==> config.mk <==
export PLATFORM = sky130hd
export DESIGN_NAME = baec_top
export DESIGN_NICKNAME = d
export VERILOG_FILES = /design/src/baec_pkg.sv /design/src/baec_classify.sv /design/src/baec_top.sv
export SDC_FILE = /design/constraint.sdc
export NUM_CORES = 1
export LEC_CHECK = 0
export BUFFER_PORTS_ARGS = -buffer_cell sky130_fd_sc_hd__buf_2
export CAP_MARGIN = 20
export CORE_MARGIN = 5
export CORE_UTILIZATION = 46
export CTS_CLUSTER_SIZE = 24
export DETAILED_ROUTE_END_ITERATION = 12
export GPL_ROUTABILITY_DRIVEN = 1
export PLACE_DENSITY = 0.87
export SLEW_MARGIN = 20
export SYNTH_ARGS = -nofsm -noshare
export SYNTH_HDL_FRONTEND = slang
export SYNTH_HIERARCHICAL = 1
export SYNTH_SLANG_ARGS = --single-unit
==> constraint.sdc <==
create_clock -name CLK_IN -period 0.9 [get_ports CLK_IN]
set_input_delay 0.045 -clock CLK_IN [delete_from_list [all_inputs] [get_ports CLK_IN]]
set_output_delay 0.045 -clock CLK_IN [all_outputs]
set_load 0.02 [all_outputs]
==> src/baec_pkg.sv <==
// package with the shared types and constants of the bus address error checker
package baec_pkg;

   // ---------------------------------------------------------------
   // address map and widths
   // ---------------------------------------------------------------
   localparam int          ADDR_W      = 32;
   localparam logic [31:0] PERIPH_BASE = 32'hFFFC_0000;  // on-chip peripheral module space
   localparam logic [31:0] PERIPH_MASK = 32'hFFFC_0000;
   localparam logic [31:0] EXTMEM_BASE = 32'h0400_0000;  // external memory space
   localparam logic [31:0] EXTMEM_MASK = 32'hE000_0000;
   localparam logic [31:0] EXTMEM_TOP  = 32'h2000_0000;

   // ---------------------------------------------------------------
   // cycle classification
   // ---------------------------------------------------------------
   typedef enum logic [1:0] {
      BAEC_SZ_BYTE,
      BAEC_SZ_WORD,
      BAEC_SZ_LONG,
      BAEC_SZ_DLONG
   } baec_size_t;

   typedef enum logic [1:0] {
      BAEC_MST_CPU,
      BAEC_MST_DMA,
      BAEC_MST_XFER
   } baec_master_t;

   typedef enum logic [1:0] {
      BAEC_CYC_FETCH,
      BAEC_CYC_READ,
      BAEC_CYC_WRITE
   } baec_cycle_t;

   typedef struct packed {
      logic                valid;
      baec_master_t        master;
      baec_cycle_t         cycle;
      baec_size_t          size;
      logic [ADDR_W-1:0]   addr;
   } baec_req_t;

   typedef struct packed {
      logic                err;      // one-cycle error pulse
      baec_master_t        master;
      baec_cycle_t         cycle;
      logic                misalign;
      logic                bad_space;
      logic [ADDR_W-1:0]   addr;
   } baec_err_t;

   // reset value of the error report
   localparam baec_err_t ERR_RESET = '0;

endpackage

==> src/baec_classify.sv <==
// combinational classifier: decides whether one bus cycle is an address error
`timescale 1ns/100ps
`default_nettype none

module baec_classify (
   input  wire baec_pkg::baec_req_t req_in,
   input  wire logic                single_chip_in,
   output logic                     misalign_out,
   output logic                     bad_space_out
);

   // ---------------------------------------------------------------
   // space decode
   // ---------------------------------------------------------------
   logic in_periph;
   logic in_extmem;

   // external space is taken as a window below a fixed top
   assign in_periph = (req_in.addr & baec_pkg::PERIPH_MASK) == baec_pkg::PERIPH_BASE;
   assign in_extmem = (req_in.addr >= baec_pkg::EXTMEM_BASE) && (req_in.addr < baec_pkg::EXTMEM_TOP);

   // ---------------------------------------------------------------
   // alignment and space checks
   // ---------------------------------------------------------------
   always_comb begin
      misalign_out  = 1'b0;
      bad_space_out = 1'b0;
      if (req_in.valid) begin
         if (req_in.cycle == baec_pkg::BAEC_CYC_FETCH) begin
            misalign_out  = req_in.addr[0];                        // RULE2
            bad_space_out = in_periph                              // RULE3
                          | (single_chip_in & in_extmem);          // RULE4
         end else begin
            // data space never faults on its own; only alignment counts
            case (req_in.size)                                     // RULE9
               baec_pkg::BAEC_SZ_BYTE:  misalign_out = 1'b0;       // RULE7
               baec_pkg::BAEC_SZ_WORD:  misalign_out = req_in.addr[0];       // RULE5
               baec_pkg::BAEC_SZ_LONG:  misalign_out = |req_in.addr[1:0];    // RULE6
               baec_pkg::BAEC_SZ_DLONG: misalign_out = |req_in.addr[2:0];    // RULE8
               default:                 misalign_out = 1'b0;
            endcase
         end
      end
   end

endmodule

`default_nettype wire

==> src/baec_top.sv <==
// top of the bus address error checker: arbitrated sample of each master's cycle
`timescale 1ns/100ps
`default_nettype none

// Operation
// RULE1: check every fetch and data cycle (only the bus owner's cycle is checked; a shadowed lower master's cycle is not)
// RULE2: odd-address instruction fetch is an error
// RULE3: fetch from peripheral space is an error
// RULE4: single-chip mode external fetch is an error
// RULE5: odd word data access is an error
// RULE6: misaligned longword data access is an error
// RULE7: byte/word peripheral accesses raise no error (an odd-address word access still gives a misalign error)
// RULE8: misaligned double-longword access is an error
// RULE9: alignment judged from low address bits
// RULE10: report error with master and cycle type
module baec_top (
   input  wire  logic                CLK_IN,
   input  wire  logic                NRST_IN,
   input  wire  logic                SINGLE_CHIP_IN,
   input  wire  baec_pkg::baec_req_t CPU_REQ_IN,
   input  wire  baec_pkg::baec_req_t DMA_REQ_IN,
   input  wire  baec_pkg::baec_req_t XFER_REQ_IN,
   output var   baec_pkg::baec_err_t ERR_OUT
);

   // ---------------------------------------------------------------
   // timing and contract
   // ---------------------------------------------------------------
   // cycle n   : a master shows its cycle with valid high
   // edge n+1  : the verdict is registered and shown on the report
   // cycle n+1 : the report stands for this one cycle only
   // cycle n+2 : the report drops unless a new cycle faulted
   // back-to-back faulted cycles give a report in every cycle
   // nothing is refused and nothing is queued: a cycle of a lower
   // master that is shadowed by a higher one is not judged, which
   // is the price of a single report path
   // the single-chip input is a level, sampled with the cycle itself

   // ---------------------------------------------------------------
   // bus ownership
   // ---------------------------------------------------------------
   // who owns the bus in the current cycle; only one cycle is judged
   typedef enum logic [1:0] {
      BAEC_GNT_NONE,
      BAEC_GNT_CPU,
      BAEC_GNT_DMA,
      BAEC_GNT_XFER
   } baec_grant_t;

   baec_grant_t         grant;
   baec_pkg::baec_req_t cpu_req;
   baec_pkg::baec_req_t dma_req;
   baec_pkg::baec_req_t xfer_req;
   baec_pkg::baec_req_t sel_req;
   baec_pkg::baec_err_t err_r;
   baec_pkg::baec_err_t err_nxt;
   logic                cpu_mis;
   logic                cpu_space;
   logic                dma_mis;
   logic                dma_space;
   logic                xfer_mis;
   logic                xfer_space;
   logic                misalign;
   logic                bad_space;

   // ---------------------------------------------------------------
   // helper functions
   // ---------------------------------------------------------------
   // each port belongs to one master, so the port and not the incoming
   // master field says who owns the cycle; only the core fetches, so a
   // fetch code from another master is judged as a data read
   function automatic baec_pkg::baec_req_t norm_req(
      input baec_pkg::baec_req_t    req,
      input baec_pkg::baec_master_t mst
   );
      baec_pkg::baec_req_t r;
      r        = req;
      r.master = mst;
      if (mst != baec_pkg::BAEC_MST_CPU && r.cycle == baec_pkg::BAEC_CYC_FETCH) begin
         r.cycle = baec_pkg::BAEC_CYC_READ;
      end
      return r;
   endfunction

   // fixed priority: core first, then dma, then transfer controller;
   // a lower master that is shadowed is not judged in that cycle
   function automatic baec_grant_t pick_owner(
      input logic cpu_v,
      input logic dma_v,
      input logic xfer_v
   );
      baec_grant_t g;
      g = BAEC_GNT_NONE;
      if (cpu_v) begin
         g = BAEC_GNT_CPU;
      end else if (dma_v) begin
         g = BAEC_GNT_DMA;
      end else if (xfer_v) begin
         g = BAEC_GNT_XFER;
      end
      return g;
   endfunction

   // the report carries its details only while the error bit is up,
   // so a consumer that ignores the bit still never sees stale fields
   function automatic baec_pkg::baec_err_t build_report(
      input baec_pkg::baec_req_t req,
      input logic                mis,
      input logic                space
   );
      baec_pkg::baec_err_t e;
      e     = baec_pkg::ERR_RESET;
      e.err = req.valid & (mis | space);       // RULE1
      if (e.err) begin
         e.master    = req.master;             // RULE10
         e.cycle     = req.cycle;              // RULE10
         e.misalign  = mis;
         e.bad_space = space;
         e.addr      = req.addr;
      end
      return e;
   endfunction

   // ---------------------------------------------------------------
   // cycle normalisation
   // ---------------------------------------------------------------
   // the same clean-up for all three ports
   assign cpu_req  = norm_req(CPU_REQ_IN, baec_pkg::BAEC_MST_CPU);
   assign dma_req  = norm_req(DMA_REQ_IN, baec_pkg::BAEC_MST_DMA);
   assign xfer_req = norm_req(XFER_REQ_IN, baec_pkg::BAEC_MST_XFER);

   // ---------------------------------------------------------------
   // classification
   // ---------------------------------------------------------------
   // every master is judged in parallel and the verdict picked later;
   // this costs two more classifiers but keeps the priority mux off
   // the address compare path

   // core cycles, the only ones that may be fetches
   baec_classify u_classify_cpu (
      .req_in         (cpu_req),
      .single_chip_in (SINGLE_CHIP_IN),
      .misalign_out   (cpu_mis),
      .bad_space_out  (cpu_space)
   );

   // dma cycles, always data after normalisation
   baec_classify u_classify_dma (
      .req_in         (dma_req),
      .single_chip_in (SINGLE_CHIP_IN),
      .misalign_out   (dma_mis),
      .bad_space_out  (dma_space)
   );

   // transfer controller cycles, always data after normalisation
   baec_classify u_classify_xfer (
      .req_in         (xfer_req),
      .single_chip_in (SINGLE_CHIP_IN),
      .misalign_out   (xfer_mis),
      .bad_space_out  (xfer_space)
   );

   // ---------------------------------------------------------------
   // cycle selection
   // ---------------------------------------------------------------
   // the owner's cycle and verdict go on; an idle bus gives an
   // all-zero cycle with valid low, which is never reported
   always_comb begin
      grant     = pick_owner(cpu_req.valid, dma_req.valid, xfer_req.valid);
      sel_req   = '0;
      misalign  = 1'b0;
      bad_space = 1'b0;
      case (grant)
         BAEC_GNT_CPU: begin
            sel_req   = cpu_req;
            misalign  = cpu_mis;
            bad_space = cpu_space;
         end
         BAEC_GNT_DMA: begin
            sel_req   = dma_req;
            misalign  = dma_mis;
            bad_space = dma_space;
         end
         BAEC_GNT_XFER: begin
            sel_req   = xfer_req;
            misalign  = xfer_mis;
            bad_space = xfer_space;
         end
         default: begin
            sel_req   = '0;
            misalign  = 1'b0;
            bad_space = 1'b0;
         end
      endcase
   end

   // ---------------------------------------------------------------
   // error report
   // ---------------------------------------------------------------
   // only the bus owner's valid cycle is judged, a shadowed one is not; report is a one-cycle pulse
   always_comb begin
      err_nxt = build_report(sel_req, misalign, bad_space);   // RULE1 RULE10
   end

   // registered so the exception logic sees a clean, glitch-free record
   always_ff @(posedge CLK_IN or negedge NRST_IN) begin
      if (!NRST_IN) begin
         err_r <= baec_pkg::ERR_RESET;
      end else begin
         err_r <= err_nxt;
      end
   end

   assign ERR_OUT = err_r;

endmodule

`default_nettype wire

==> impl_metrics.csv <==
group,metric,value,unit
cells_and_area,nets,534,
detailed_routing,firstDrtPassIters,4,
setup_path,cpPeakStageDelay,0.56,ns
cells_and_area,fillers,317,
sta,tightestPinTransition,0.558,ns
pwr,vdd_drop_max,0.000830,V
sta,drv_slew,0,
sta,max-slew-margin-rel,0.628,
sta,max_freq,0.592,GHz
status,status,"finished, violations left",
setup_path,path_class,"primary input to flop",
status,violations,"hold timing, setup timing",
cells_and_area,largest_reg_flops,39,
setup_path,critPathArrivalTime,1.88,ns
clocking,htree_levels,2,
detailed_routing,drt_iter0_markers,178,
sta,final-setup-viol-count,39,
floorplanning,die_h,82.2,µm
pwr,power,5.38,mW
setup_path,crit_chain,"buf_6 -> nand4_1 -> or4_4 -> a21oi_2 -> nand3b_1 -> a22o_4 -> clkbuf_16 -> a221oi_2",
logic_synthesis,ys_warn_count,6,
global_routing,grt_pass1_vias,2702,
clocking,clk_pin_slew,0.08,ns
logic_synthesis,synth_area_per_cell,10.4,µm²
sta,rsz0062_at_grt,"yes",
flow_run,drv_cap,0,
placement,gp_congestion,0.872,
floorplanning,ios,159,
setup_path,cp-end-kind,"flop",
clocking,numCtsBuffers,5,
floorplanning,die-area,6760,µm²
clocking,clkSinkCount,39,
sta,fin_ws,-0.791,ns
floorplanning,rows,26,
placement,hpwl,6440,µm
setup_path,start_kind,"primary input",
cells_and_area,drive_gt1_frac,0.636,
clocking,cts_root_buf,"clkbuf_8",
floorplanning,core_area,5070,µm²
setup_path,critPathRequiredTime,1.09,ns
clocking,clockBufferDepth,2,
global_routing,grt_pass1_wl,12900,µm
logic_synthesis,synth_cells,231,
setup_path,crit_fanout,10,
detailed_routing,wirelength,9600,µm
detailed_routing,vias_per_cell,5.89,
sta,min_period,1.69,ns
detailed_routing,drcViolationCount,0,
detailed_routing,wire_per_inst,19.8,µm
cells_and_area,insertedDiodeCount,0,
hold_path,hp-class,"primary input to flop",
global_routing,overflow,0,
floorplanning,fp.dieW,82.2,µm
logic_synthesis,synthesis.nets,351,
clocking,cts_tree,"done",
placement,io_buffers,152,
floorplanning,initial_utilization,0.473,
pwr,leakage,2.03,nW
sta,finalSetupTns,-27.18,ns
logic_synthesis,netlist_area,2400,µm²
detailed_routing,ant_nets,0,
global_routing,grt.total_usage,0.247,
global_routing,grt_max_degree,40,
detailed_routing,via_count,2856,
global_routing,antenna_found_initial,0,
sta,finalCritPeriodShare,1.88,
cells_and_area,area_growth,70.8,%
sta,hold_viol_final,1,
sta,holdWs,-0.00269,ns
setup_path,cpMaxStageDelayCell,"or4_4",
pwr,powerDensity,1310,nW/µm²
through the flow:
step | std cells | instance area (µm²) | hold WS (ns) | util | setup slack [ns]
6_report | 485 | 4100 | -0.00269 | 0.808 | -0.791
5_1_grt | 485 | 4100 | -0.00716 | 0.808 | -0.754
4_1_cts | 481 | 3810 | 0.000113 | 0.751 | -0.611
3_5_place_dp | 471 | 3560 | 0.0246 | 0.701 | -0.978
3_3_place_gp | 471 | 3560 | 0.0226 | 0.701 | -0.896
2_1_floorplan | 231 | 2440 | -0.251 | - | -0.683
what timing repair did:
| action | in CTS | in global routing |
|---|---|---|
| endpoints found under the setup margin | 39 | 44 |
| setup buffers | 0 | 0 |
| pin swaps | 8 | 18 |
| hold endpoints to repair | 40 | 0 |
| cloned | 0 | 4 |
| hold buffers | 2 | 0 |
| resized for setup | 20 | 40 |
power breakdown:
part / switching [mW] / total, mW / internal (mW)
registers: 0.0505 / 1.96 / 1.91
logic: 1.00 / 1.87 / 0.868
clock network: 0.636 / 1.55 / 0.912
total: 1.69 / 5.38 / 3.69
path summary, 6_finish.rpt:
path / from / end / cells after the start
max: XFER_REQ_IN[23] / ERR_OUT[17] / 8
min: CPU_REQ_IN[22] / ERR_OUT[22] / 3
max in group asynchronous: NRST_IN / ERR_OUT[7] / 3
min in group asynchronous: NRST_IN / ERR_OUT[18] / 3
final cells by class:
class	count	area (µm²)	share of cell area
clock buffer	6	82.6	0.0201
clock inverter	2	38.8	0.00946
inverter	38	153	0.0372
multi-input combinational	128	1350	0.328
sequential	39	976	0.238
tap	70	87.6	0.0214
timing repair buffer	202	1420	0.345
cell usage in the layout (no fill, tap or decap), types with 2 or more instances in the layout:
cell type,count
dlygate4sd3_1,2
nand2b_1,2
buf_4,35
o31ai_1,3
a221oi_4,5
a221oi_2,28
nand3b_1,6
nand4_1,9
nand2_1,7
clkbuf_8,6
a21oi_2,5
a22o_4,2
buf_12,8
dfrtp_1,39
nand2b_4,2
buf_6,17
or4_4,3
a211o_1,3
nor4b_1,3
nor2b_1,3
inv_1,36
buf_2,136
a221oi_1,33
clkbuf_16,4
clkinv_4,2
nor2_4,2
critical path, delay by kind of cell:
kind	cells	cell delay, ns
AOI/OAI and AO/OA	3	0.71
buffers and inverters	2	0.28
and+or+nand+nor	3	0.83
layer usage:
layer  up-vias  routed length, µm  global-route usage
li1       1276                  -                   -
met1      1396               3410               0.283
met2       154               5250               0.447
met3        30                683              0.0401
met4         0                255               0.108
met5         -                  0                   0
No activity file was read; power rests on OpenSTA's default activity.
